## src/logic/gpio_b_cfg.svh

```systemverilog
// constants for the port b gpio block: field masks, reset values
// assumes inclusion by bare name from logic/ sources
`ifndef GPIO_B_CFG_SVH
`define GPIO_B_CFG_SVH

// implemented bit positions per package variant
`define IMPL_SMALL_MASK   8'h31
`define IMPL_LARGE_MASK   8'hF3
// analog-select exists only on bits 6..4 and 1
`define ANSEL_IMPL_MASK   8'h72

// reset values
`define DIR_RST           8'hFF
`define PULLUP_RST        8'hFF
`define ANSEL_RST         8'hFF
`define IOC_RST           8'h00
`define LATCH_RST         8'h00
`define GLOBAL_PU_RST     1'h1

// synchroniser depth on pin inputs
`define SYNC_STAGES       2

`endif

```

## src/logic/gpio_b_pkg.sv

```systemverilog
// types shared by the port b gpio block
// assumes nothing outside itself
package gpio_b_pkg;

    // one full-register write
    typedef struct packed {
        logic       en;
        logic [7:0] data;
    } reg_wr_type;

    // data-port write; bits with mask clear are refilled from the pins
    typedef struct packed {
        logic       en;
        logic [7:0] data;
        logic [7:0] mask;
    } port_wr_type;

    // who owns a pin's output value
    typedef enum logic [0:0] {
        OWN_PORT = 1'b0,
        OWN_ALT  = 1'b1
    } owner_type;

endpackage

```

## src/logic/gpio_b_port.sv

```systemverilog
// port b gpio: direction, latch, pull-ups, analog select, change enables
// assumes pins sampled on MCLK_I; register accesses arrive as plain strobes
`timescale 1ns/1ns
`default_nettype none
`include "gpio_b_cfg.svh"

// Summary of operation
// - direction one disables driver, zero enables
// - data read gives pins, write hits latch
// - data writes merge unchanged bits from pins
// - analog pins read back as zero
// - outputs drive only with direction clear
// - enabled shared function takes the pin
// - small variant bits 0,4,5; large adds 1,6,7
// - per-pin change interrupt enable bits
// - reset clears all change interrupt enables
// - per-pin weak pull-up enable bits
// - outputs force their pull-up off
// - reset leaves global pull-up control disabled
// - analog select reads zero, enables analog
// - analog select leaves digital outputs working
// - merge uses zero from analog outputs
// - analog select bits reset to analog
// - pull-up needs global, input, enable, digital
// - highest-priority output function owns pin
module gpio_b_port #(
    parameter bit LARGE_PKG = 1'b1
) (
    // clock and reset
    input  wire logic                    MCLK_I,
    input  wire logic                    RST_N_I,
    // register writes
    input  wire gpio_b_pkg::port_wr_type DATA_WR_I,
    input  wire gpio_b_pkg::reg_wr_type  DIR_WR_I,
    input  wire gpio_b_pkg::reg_wr_type  PULLUP_WR_I,
    input  wire gpio_b_pkg::reg_wr_type  ANALOG_WR_I,
    input  wire gpio_b_pkg::reg_wr_type  IOC_WR_I,
    input  wire logic                    GLOBAL_WR_I,
    input  wire logic                    GLOBAL_WDATA_I,
    // register read-back
    output logic [7:0]                   PIN_LEVEL_O,
    output logic [7:0]                   LATCH_O,
    output logic [7:0]                   DIR_O,
    output logic [7:0]                   PULLUP_EN_O,
    output logic [7:0]                   ANALOG_SEL_O,
    output logic [7:0]                   IOC_EN_O,
    output logic                         GLOBAL_PU_DIS_O,
    // shared peripheral outputs, one per pin
    input  wire logic [7:0]              ALT_OE_I,
    input  wire logic [7:0]              ALT_OUT_I,
    // pads
    input  wire logic [7:0]              PIN_I,
    output logic [7:0]                   PIN_O,
    output logic [7:0]                   PIN_OE_O,
    output logic [7:0]                   PIN_PULLUP_O,
    output logic [7:0]                   ANALOG_ACTIVE_O
);

    // implemented bits depend on the package variant
    wire  [7:0] impl_mask  = LARGE_PKG ? `IMPL_LARGE_MASK : `IMPL_SMALL_MASK;
    wire  [7:0] ansel_mask = `ANSEL_IMPL_MASK & impl_mask;

    logic [7:0] pin_meta_q;
    logic [7:0] pin_sync_q;
    logic [7:0] port_b_latch_q;
    logic [7:0] port_b_latch_d;
    logic [7:0] port_b_direction_q;
    logic [7:0] port_b_pullup_enables_q;
    logic [7:0] port_b_analog_select_q;
    logic [7:0] pin_change_irq_enable_q;
    logic       global_pullup_control_q;

    // value software reads back from the data port
    wire  [7:0] port_b_pin_level;
    wire  [7:0] owner_is_alt;
    wire  [7:0] drive_value;
    wire  [7:0] pullup_on;
    wire  [7:0] analog_sel;

    // two-flop synchroniser; only the second stage is looked at
    always_ff @(posedge MCLK_I or negedge RST_N_I) begin
        if (!RST_N_I) begin
            pin_meta_q <= 8'h00;
            pin_sync_q <= 8'h00;
        end else begin
            pin_meta_q <= PIN_I;
            pin_sync_q <= pin_meta_q;
        end
    end

    // bits 7 and 0 have no analog select; masking keeps them digital
    assign analog_sel = port_b_analog_select_q & ansel_mask;

    // analog pins and absent pins read zero
    assign port_b_pin_level = pin_sync_q & ~analog_sel & impl_mask;

    // merge: written bits from data, the rest from the pins, not the latch;
    // an analog output pin thus gets its latch overwritten with zero
    assign port_b_latch_d = ((DATA_WR_I.data & DATA_WR_I.mask)
                          | (port_b_pin_level & ~DATA_WR_I.mask)) & impl_mask;

    always_ff @(posedge MCLK_I or negedge RST_N_I) begin
        if (!RST_N_I) begin
            port_b_latch_q <= `LATCH_RST;
        end else if (DATA_WR_I.en) begin
            port_b_latch_q <= port_b_latch_d;
        end
    end

    always_ff @(posedge MCLK_I or negedge RST_N_I) begin
        if (!RST_N_I) begin
            port_b_direction_q <= `DIR_RST;
        end else if (DIR_WR_I.en) begin
            port_b_direction_q <= DIR_WR_I.data | ~impl_mask;
        end
    end

    always_ff @(posedge MCLK_I or negedge RST_N_I) begin
        if (!RST_N_I) begin
            port_b_pullup_enables_q <= `PULLUP_RST;
        end else if (PULLUP_WR_I.en) begin
            port_b_pullup_enables_q <= PULLUP_WR_I.data;
        end
    end

    // reset to analog so nothing digital toggles before software says so
    always_ff @(posedge MCLK_I or negedge RST_N_I) begin
        if (!RST_N_I) begin
            port_b_analog_select_q <= `ANSEL_RST;
        end else if (ANALOG_WR_I.en) begin
            port_b_analog_select_q <= ANALOG_WR_I.data;
        end
    end

    always_ff @(posedge MCLK_I or negedge RST_N_I) begin
        if (!RST_N_I) begin
            pin_change_irq_enable_q <= `IOC_RST;
        end else if (IOC_WR_I.en) begin
            pin_change_irq_enable_q <= IOC_WR_I.data;
        end
    end

    // one disables every pull-up; comes up disabled
    always_ff @(posedge MCLK_I or negedge RST_N_I) begin
        if (!RST_N_I) begin
            global_pullup_control_q <= `GLOBAL_PU_RST;
        end else if (GLOBAL_WR_I) begin
            global_pullup_control_q <= GLOBAL_WDATA_I;
        end
    end

    // per-pin output ownership and pull-up
    for (genvar i = 0; i < 8; i++) begin : g_pin
        gpio_b_pkg::owner_type owner;

        // the shared function sits above the port latch in priority
        assign owner = ALT_OE_I[i] ? gpio_b_pkg::OWN_ALT
                                   : gpio_b_pkg::OWN_PORT;
        assign owner_is_alt[i] = (owner == gpio_b_pkg::OWN_ALT);
        assign drive_value[i]  = owner_is_alt[i] ? ALT_OUT_I[i]
                                                 : port_b_latch_q[i];
        // analog select plays no part in the output path
        assign PIN_OE_O[i] = impl_mask[i] & ~port_b_direction_q[i];
        assign pullup_on[i] = impl_mask[i]
                            & ~global_pullup_control_q
                            & port_b_direction_q[i]
                            & port_b_pullup_enables_q[i]
                            & ~analog_sel[i];
    end

    // software may leave an analog pin driving; the driver is honoured anyway
    assign PIN_O           = drive_value & PIN_OE_O;
    assign PIN_PULLUP_O    = pullup_on;
    assign ANALOG_ACTIVE_O = analog_sel;

    assign PIN_LEVEL_O     = port_b_pin_level;
    assign LATCH_O         = port_b_latch_q & impl_mask;
    assign DIR_O           = port_b_direction_q & impl_mask;
    assign PULLUP_EN_O     = port_b_pullup_enables_q & impl_mask;
    assign ANALOG_SEL_O    = analog_sel;
    assign IOC_EN_O        = pin_change_irq_enable_q & impl_mask;
    assign GLOBAL_PU_DIS_O = global_pullup_control_q;
endmodule // gpio_b_port

`default_nettype wire

```

## config.mk

```make
export PLATFORM = sky130hd
export DESIGN_NAME = gpio_b_port
export DESIGN_NICKNAME = d
export VERILOG_FILES = /design/src/logic/gpio_b_pkg.sv /design/src/logic/gpio_b_port.sv
export VERILOG_INCLUDE_DIRS = /design/src /design/src/logic
export SDC_FILE = /design/constraint.sdc
export NUM_CORES = 1
export LEC_CHECK = 0
export ABC_AREA = 1
export BUFFER_PORTS_ARGS = -buffer_cell sky130_fd_sc_hd__buf_4
export CAP_MARGIN = 30
export CORE_MARGIN = 2
export CORE_UTILIZATION = 34
export DETAILED_ROUTE_END_ITERATION = 12
export GPL_ROUTABILITY_DRIVEN = 1
export HOLD_SLACK_MARGIN = 0.1
export PLACE_DENSITY = 0.78
export SLEW_MARGIN = 20
export SYNTH_ARGS = -nofsm -noshare
export SYNTH_HDL_FRONTEND = slang
export SYNTH_SLANG_ARGS = --single-unit
```

## constraint.sdc

```tcl
create_clock -name MCLK_I -period 0.9 [get_ports MCLK_I]
set_clock_uncertainty 0.1 [all_clocks]
set_input_delay 0.045 -clock MCLK_I [delete_from_list [all_inputs] [get_ports MCLK_I]]
set_output_delay 0.045 -clock MCLK_I [all_outputs]
set_load 0.01 [all_outputs]
```

==> results of run 1 <==
cell usage after synthesis:
cell	number	area, sq um
buf_2	3	15.0
dfrtp_1	24	601
dfstp_2	17	447
inv_1	43	161
nand2_1	55	206
a21oi_2	4	35.0
nor3_1	6	30.0
buf_4	30	225
inv_2	1	3.75
a21oi_1	6	30.0
o21ai_0	31	155
conb_1	1	3.75
what timing repair did:
item	in CTS	in global routing
endpoints found under the hold margin	76	6
endpoints found under the setup margin	74	80
gates resized for setup	89	48
pin swaps	8	11
buffers inserted	17	15
hold buffers	48	1
registers in the layout, summed over array words and instances (netlist names):
register                 count
port_b_latch_q               6
port_b_direction_q           6
port_b_analog_select_q       4
pin_meta_q                   6
pin_change_irq_enable_q      6
port_b_pullup_enables_q      6
GLOBAL_PU_DIS_O              1
pin_sync_q                   6
worst max-delay path, stage by stage, from the launching register on:
cell	delay, ns
dfstp_2	0.71
nor3_2	0.10
buf_4	0.16
stage by stage:
step / instances / cell area, sq um / setup WS, ns / setup TNS (ns) / utilization
6_report: 487 / 3970 / -0.497 / -18.14 / 0.725
5_1_grt: 487 / 3970 / -0.535 / -21.00 / 0.725
4_1_cts: 481 / 3780 / -0.449 / -17.52 / 0.691
3_5_place_dp: 412 / 2850 / -0.164 / -2.77 / 0.521
3_3_place_gp: 412 / 2850 / -0.210 / -2.47 / 0.521
2_1_floorplan: 244 / 2040 / -0.104 / -1.26 / -
final cells by class:
cell class / instances / area (sq um)
repair buffers: 196 / 1850
fillers: 384 / 1500
flip-flops and latches: 41 / 1050
multi-input cells: 126 / 701
inverters: 44 / 173
well taps: 72 / 90.1
clock buffers: 6 / 72.6
clock inverters: 2 / 33.8
logic make-up (layout without fill, tap and decap cells):
| kind of cell | Yosys count | in the layout | share of synthesized area |
|---|---|---|---|
| AOI/OAI and AO/OA | 41 | 41 | 0.115 |
| buffers and inverters | 77 | 248 | 0.212 |
| DFF | 41 | 41 | 0.547 |
| other | 1 | 24 | 0.00196 |
| and+or+nand+nor | 61 | 61 | 0.124 |
power by group:
part,internal (mW),switching (mW),leakage (nW)
logic,1.03,0.752,1.54
clock network,0.819,0.600,0.0528
registers,2.05,0.155,0.465
final timing paths:
path                                         endpoint  cells past startpoint  slack, ns       startpoint
worst max-delay path                  PIN_PULLUP_O[0]                      2      -0.50  GLOBAL_PU_DIS_O
worst min-delay path                port_b_latch_q[7]                      5       0.15     DATA_WR_I[7]
worst max register to register        GLOBAL_PU_DIS_O                      3      -0.27  GLOBAL_PU_DIS_O
worst min register to register          pin_sync_q[5]                      0       0.25    pin_meta_q[5]
max in group asynchronous       port_b_direction_q[5]                      2       0.12          RST_N_I
min in group asynchronous               pin_meta_q[4]                      2       0.19          RST_N_I
routing by layer:
metal | up-vias | routed length (um)
li1 | 1001 | -
met1 | 1013 | 2580
met2 | 87 | 4180
met3 | 18 | 330
met4 | 0 | 177
met5 | - | 0
==> impl_metrics.ini, run 1 <==
[worst_setup_path]
critPathKind = reg -> out
worstPathRequired_ns = 0.75
end_kind = output pin
critPathLaunchType = flip-flop
critical_path_arrival_ns = 1.25
cp_max_fo = 8

[run_status]
violations = negative setup slack
status = finished, violations left

[final_layout]
num-nets-final = 495
drive_gt1_frac = 0.564
syn2layout_area_growth_pct = 107
final_common_cell = buf_4
diodes = 0
final_cell_mix = 80 x buf_4, 68 x buf_6, 46 x nand2_1, 46 x dlygate4sd3_1

[pwr]
power.density_nw_per_um2 = 1360
leakage_nw = 2.06
power.total_mw = 5.41
ir_worst_vdd_v = 0.000852

[worst_hold_path]
min_path_type = in -> reg

[synthesis]
ys_ff_latch = 41
syn_inst = 221
avgSynthCellArea_sq_um = 8.66
yosys_warnings = 0
syn_area_sq_um = 1910
synth_seq_area_share = 0.547
synthDistinctLibCells = 12

[sta]
hold_viol = 0
slew_headroom = 0.651
tightest_slew_ns = 0.524
max_freq_ghz = 0.716
fin_crit_sh = 1.55
whs_ns = 0.151
slew_violations = 0
setup_viol = 75
rsz0062_at_grt = true
setup_ws_ns = -0.497
period_minus_slack_ns = 1.40

[clock_network]
tritoncts = yes
htreeDepth = 2
clock_latency_ns = 0.28
cts_sinks = 41
clkSlewWorstSetupHoldPaths_ns = 0.07
cts_buffers = 5
clockBufferDepth = 2
root_buffer = clkbuf_8

[route]
drt-total-wl_mm = 7.27
drt-pass1-iter-count = 4
drc = 0
final_antenna_net_count = 0
via_count = 2119
dr.first_iter.drc_count = 81
wl_per_cell_um = 14.9
viasPerCell = 4.35

[placed_design]
dp_hpwl_mm = 3.88
place_congestion = 0.801
portBuffers = 117

[global_route]
first_global_vias = 2167
grt-ovfl-total = 0
met1_usage = 0.221
grt_use_total = 0.218
grt_pass1_wl_mm = 10.4
grt_max_degree = 42
met2_usage = 0.426
antenna_found_initial = 0
grtUsageMet3 = 0.0466
top_usage_layer = met2

[floorplan]
die_area_sq_um = 6240
io-pin-count = 162
start_util = 0.350
die_y_um = 79.0
dieWidth_um = 79.0
rows = 27
fp.coreArea_sq_um = 5470

[run]
max-cap-violations = 0
No activity file was read; power rests on OpenSTA's default activity.
==> inputs of run 2 (changes only) <==
--- a/config.mk
+++ b/config.mk
@@ -6,15 +6,14 @@
 export SDC_FILE = /design/constraint.sdc
 export NUM_CORES = 1
 export LEC_CHECK = 0
-export ABC_AREA = 1
 export BUFFER_PORTS_ARGS = -buffer_cell sky130_fd_sc_hd__buf_4
 export CAP_MARGIN = 30
 export CORE_MARGIN = 2
-export CORE_UTILIZATION = 34
+export CORE_UTILIZATION = 38
 export DETAILED_ROUTE_END_ITERATION = 12
 export GPL_ROUTABILITY_DRIVEN = 1
 export HOLD_SLACK_MARGIN = 0.1
-export PLACE_DENSITY = 0.78
+export PLACE_DENSITY = 0.84
 export SLEW_MARGIN = 20
 export SYNTH_ARGS = -nofsm -noshare
 export SYNTH_HDL_FRONTEND = slang
==> constraint.sdc (replaced) <==
create_clock -name MCLK_I -period 1.5 [get_ports MCLK_I]
set_clock_uncertainty 0.1 [all_clocks]
set_input_delay 0.075 -clock MCLK_I [delete_from_list [all_inputs] [get_ports MCLK_I]]
set_output_delay 0.075 -clock MCLK_I [all_outputs]
set_load 0.01 [all_outputs]
==> run 2 against run 1 <==
Against the previous run: the run still ends with negative setup slack left; worst hold slack gained 0.048 ns; register-to-register slack gained 0.28 ns; synthesized area shrank 3.1%; largest cell class unchanged; largest power group unchanged.
==> impl_metrics.ini, run 2 <==
[run_status]
status = finished, violations left
violations = negative setup slack

[worst_setup_path]
critPathLaunchType = flip-flop
critical_path_arrival_ns = 1.35
cp_max_fo = 3
crit_chain = inv_4, nor4b_4, buf_4
critPathKind = reg -> out
worstPathRequired_ns = 1.32
end_kind = output pin
reg2regPathDepth = 2
cp_slowest_stage_delay_ns = 0.56
crit_slowest_cell = dfstp_2

[placed_design]
portBuffers = 117
place_congestion = 0.783
dp_hpwl_mm = 3.61
placed_area_sq_um = 2660

[synthesis]
syn_area_sq_um = 1850
synthDistinctLibCells = 19
async_flop_share = 1.00
yosysTopAreaCellShare = 0.324
synth_largest_area_cell = dfrtp_1
yosys.area_share.simple = 0.108
synth_top_flop_cell = dfrtp_1
muxShareOfSynthArea = 0.146
synth_fa_ha_area_frac = 0
yosys_warnings = 0
synth_xor_area_frac = 0
synth_edf_count = 0
avgSynthCellArea_sq_um = 11.9
synth_top_family_by_area = multiplexers
synth.most_common_cell = buf_4
syn_inst = 156
synth_area_leaders = dfrtp_1 32%, dfstp_2 24%, buf_4 12%, mux2_2 10%, mux2i_1 4.3%
synth-compound-area-share = 0.0351
synth_seq_area_share = 0.565
ys_ff_latch = 41
synthTopCellsByCount = 30 x buf_4, 24 x dfrtp_1, 17 x dfstp_2, 17 x mux2_2, 13 x nor2_1

[pwr]
power.density_nw_per_um2 = 864
power.total_mw = 3.14
ir_worst_vdd_v = 0.000694
leakage_nw = 1.76

[sta]
max_freq_ghz = 0.656
hold_viol = 0
tightest_slew_ns = 0.506
fin_crit_sh = 1.02
whs_ns = 0.199
rsz0062_at_grt = true
setup_viol = 1
setup_ws_ns = -0.0249
period_minus_slack_ns = 1.52
slew_violations = 0
slew_headroom = 0.663

[global_route]
met1_usage = 0.233
grt_pass1_wl_mm = 9.40
antenna_found_initial = 0
top_usage_layer = met2
grt_max_degree = 42
grtUsageMet3 = 0.0439
met2_usage = 0.460
grt_use_total = 0.236
grt-ovfl-total = 0
first_global_vias = 1959

[route]
final_antenna_net_count = 0
drc = 0
wl_per_cell_um = 15.0
drt-total-wl_mm = 6.26
drt-pass1-iter-count = 4
viasPerCell = 4.35
via_count = 1808
dr.first_iter.drc_count = 68

[clock_network]
cts_buffers = 5
htreeDepth = 2
tritoncts = yes
clockBufferDepth = 2
clkSlewWorstSetupHoldPaths_ns = 0.09
root_buffer = clkbuf_8
cts_sinks = 41
clock_latency_ns = 0.30

[worst_hold_path]
min_path_type = in -> async

[floorplan]
die_area_sq_um = 5450
rows = 25
io-pin-count = 162
start_util = 0.393
fp.coreArea_sq_um = 4720
dieWidth_um = 73.9
die_y_um = 73.9

[final_layout]
drive_gt1_frac = 0.516
num-nets-final = 429
final_cell_mix = 124 x buf_4, 69 x dlygate4sd3_1, 24 x conb_1, 24 x dfrtp_1, 17 x dfstp_2
syn2layout_area_growth_pct = 95.9
design_area_sq_um = 3630
n_fill_cell = 282
diodes = 0
final_common_cell = buf_4

[run]
max-cap-violations = 0
## run 2: cell count changes after synthesis, sizes merged, moves of 6 or more
cell,previous run,this run
a21oi,10,2
inv,44,6
mux2,0,17
mux2i,0,8
nand2,55,11
nor2,0,13
nor3,6,0
o21ai,31,6
## run 2: timing repair
item                       4_1_cts  5_1_grt
gates resized for setup          6        9
setup endpoints to repair        4        9
buffers inserted                 3        6
hold buffers                    70        0
hold endpoints to repair        76        0
pin swaps                        3        4
## run 2: kinds of logic after synthesis
group	Yosys count
flip-flops	41
AO/OA/AOI/OAI	12
AND/OR/NAND/NOR	37
multiplexers	25
buffers and inverters	40
other	1
## run 2: critical path: cells and delay by family (launching register included)
kind	cells	cell delay [ns]
AND/OR/NAND/NOR	1	0.27
buffers and inverters	2	0.22
flip-flops	1	0.56
## run 2: area by class of cell
type,instances,area [sq um],area share
Timing Repair Buffer,196,1670,0.461
Inverter,6,25.0,0.00689
Multi-Input combinational cell,98,687,0.189
Clock buffer,5,68.8,0.0189
Tap cell,67,83.8,0.0231
Clock inverter,3,46.3,0.0127
Sequential cell,41,1050,0.288
## run 2: routing by layer
layer	wire length [um]	vias up
li1	-	845
met1	2100	873
met2	3710	75
met3	271	15
met4	172	0
met5	0	-
## run 2: path summary, 6_finish.rpt
check                           slack (ns)                          to                       from
worst max-delay path                 -0.02             PIN_PULLUP_O[5]      port_b_direction_q[5]
worst min-delay path                  0.20  pin_change_irq_enable_q[1]                    RST_N_I
worst max register to register        0.01   port_b_analog_select_q[6]  port_b_analog_select_q[6]
worst min register to register        0.25               pin_sync_q[5]              pin_meta_q[5]
max in group asynchronous             0.72  port_b_pullup_enables_q[4]                    RST_N_I
min in group MCLK_I                   0.25               pin_sync_q[5]              pin_meta_q[5]
## run 2: where the power goes
part | total (mW) | internal, mW | switching (mW)
combinational | 0.903 | 0.556 | 0.347
clock | 0.909 | 0.498 | 0.411
sequential | 1.33 | 1.24 | 0.0932
## run 2: through the flow
| stage | setup WS (ns) | cells | setup TNS [ns] | util |
|---|---|---|---|---|
| floorplan | 0.191 | 179 | 0 | - |
| finish | -0.0249 | 416 | -0.0249 | 0.769 |
| global placement | 0.269 | 329 | 0 | 0.563 |
| detailed placement | 0.209 | 329 | 0 | 0.563 |
| global route | -0.0756 | 416 | -0.168 | 0.769 |
| CTS | -0.0204 | 410 | -0.0204 | 0.746 |
==> inputs of run 3 (changes only) <==
--- a/config.mk
+++ b/config.mk
@@ -8,12 +8,14 @@
 export LEC_CHECK = 0
 export BUFFER_PORTS_ARGS = -buffer_cell sky130_fd_sc_hd__buf_4
 export CAP_MARGIN = 30
-export CORE_MARGIN = 2
+export CORE_MARGIN = 3
 export CORE_UTILIZATION = 38
 export DETAILED_ROUTE_END_ITERATION = 12
 export GPL_ROUTABILITY_DRIVEN = 1
 export HOLD_SLACK_MARGIN = 0.1
+export MAX_ROUTING_LAYER = met4
 export PLACE_DENSITY = 0.84
+export SETUP_SLACK_MARGIN = 0.3
 export SLEW_MARGIN = 20
 export SYNTH_ARGS = -nofsm -noshare
 export SYNTH_HDL_FRONTEND = slang
==> run 3 against run 2 <==
Against the previous run: the flow now finishes without violations; final cell count decreased by 3.8%; sequential power about the same; utilization increased by 2.5 points; sequential share of layout area increased by 0.38 points; critical path type unchanged; largest cell class unchanged.
==> impl_metrics.ini, run 3 (synthesis gave the netlist of run 2 again) <==
[clock_network]
cts_sinks = 41
cts_buffers = 5
clockBufferDepth = 2
htreeDepth = 2
clock_latency_ns = 0.28
clkSlewWorstSetupHoldPaths_ns = 0.08
root_buffer = clkbuf_8
tritoncts = yes

[worst_setup_path]
critPathLaunchType = flip-flop
timing.rr.end = port_b_latch_q[4]
critPathKind = reg -> out
cp_max_fo = 2
critical_path_arrival_ns = 1.29
reg2regPathDepth = 3
r2r_start = port_b_analog_select_q[4]
end_kind = output pin
worstPathRequired_ns = 1.32
r2r_setup_slack_ns = 0.24

[sta]
setup_ws_ns = 0.0392
hold_viol = 0
tightest_slew_ns = 0.508
setup_viol = 0
fin_crit_sh = 0.974
slew_violations = 0
max_freq_ghz = 0.685
whs_ns = 0.202
period_minus_slack_ns = 1.46
rsz0062_at_grt = true
slew_headroom = 0.661

[global_route]
first_global_vias = 1778
grt_max_degree = 42
grt_use_total = 0.200
grt-ovfl-total = 0
grt_pass1_wl_mm = 8.23
antenna_found_initial = 0

[worst_hold_path]
min_path_type = in -> async

[route]
via_count = 1739
drc = 0
final_antenna_net_count = 0
wl_per_cell_um = 14.8
viasPerCell = 4.35
drt-total-wl_mm = 5.94
dr.first_iter.drc_count = 29
drt-pass1-iter-count = 4

[placed_design]
portBuffers = 117
placed_area_sq_um = 2680
dp_hpwl_mm = 3.59
place_congestion = 0.763
place_worst_setup_slack_ns = 0.260

[floorplan]
io-pin-count = 162
die_y_um = 75.9
dieWidth_um = 75.9
start_util = 0.409
fp.coreArea_sq_um = 4530
die_area_sq_um = 5750
rows = 24

[pwr]
leakage_nw = 1.75
ir_worst_vdd_v = 0.000559
power.density_nw_per_um2 = 815

[final_layout]
diodes = 0
drive_gt1_frac = 0.576
final_cell_mix = 96 x buf_4, 48 x dlygate4sd3_1, 37 x buf_6
design_area_sq_um = 3600
num-nets-final = 415
final_common_cell = buf_4
syn2layout_area_growth_pct = 94.1

[run]
max-cap-violations = 0

[run_status]
status = complete, no violations
run 3: changes by cell type in the layout (fill, tap and decap cells not counted), sizes merged:
cell          before  now
buf              126  134
bufinv             1    0
clkbuf             5    6
clkinv             1    2
clkinvlp           1    0
dlygate4sd3       69   48
dlymetal6s4s       1    0
run 3: layout make-up:
class,count,area (sq um)
fillers,271,936
flip-flops and latches,41,1050
clock inverters,2,10.0
multi-input cells,98,721
repair buffers,182,1640
clock buffers,6,72.6
well taps,65,81.3
inverters,6,25.0
run 3: worst max-delay path by stage:
| stage | slack (ns) | start | to |
|---|---|---|---|
| after floorplan | 0.31 | port_b_direction_q[5] | PIN_PULLUP_O[5] |
| after global placement | 0.33 | port_b_direction_q[5] | PIN_PULLUP_O[5] |
| after detailed placement | 0.26 | port_b_direction_q[4] | PIN_PULLUP_O[4] |
| after CTS | -0.007 | port_b_direction_q[6] | PIN_PULLUP_O[6] |
| after global routing | -0.01 | port_b_direction_q[4] | PIN_PULLUP_O[4] |
| final | 0.04 | port_b_direction_q[4] | PIN_PULLUP_O[4] |
run 3: power breakdown:
group	switching [mW]	internal (mW)	leakage, nW
clock	0.351	0.322	0.0450
combinational	0.357	0.570	1.25
sequential	0.0940	1.24	0.458
total	0.802	2.13	1.75
run 3: critical path: stages, from the launching register on:
cell and delay (ns):
dfstp_2 0.54, inv_2 0.05, nor4b_4 0.25, buf_4 0.17
run 3: stage by stage:
| stage | cells | total power [mW] | TNS, ns | utilization |
|---|---|---|---|---|
| final | 400 | 2.93 | 0 | 0.794 |
| after CTS | 394 | 2.86 | -0.0130 | 0.760 |
| after global routing | 400 | 3.10 | -0.0352 | 0.794 |
| after floorplan | 179 | 1.63 | 0 | - |
| after global placement | 327 | 1.95 | 0 | 0.591 |
| after detailed placement | 327 | 1.97 | 0 | 0.591 |
run 3: repair_timing:
action                                 4_1_cts  5_1_grt
setup buffers                               11        6
setup endpoints to repair                   26       39
endpoints found under the hold margin       76        0
pin swaps                                   10        6
resized for setup                           34       24
hold buffers                                48        0
run 3: layer usage:
layer  vias to the layer above  wire length, um  track usage
li1                        821                -            -
met1                       825             2030        0.207
met2                        85             3430        0.376
met3                         8              395       0.0501
met4                         0               85       0.0447
met5                         -                0            -
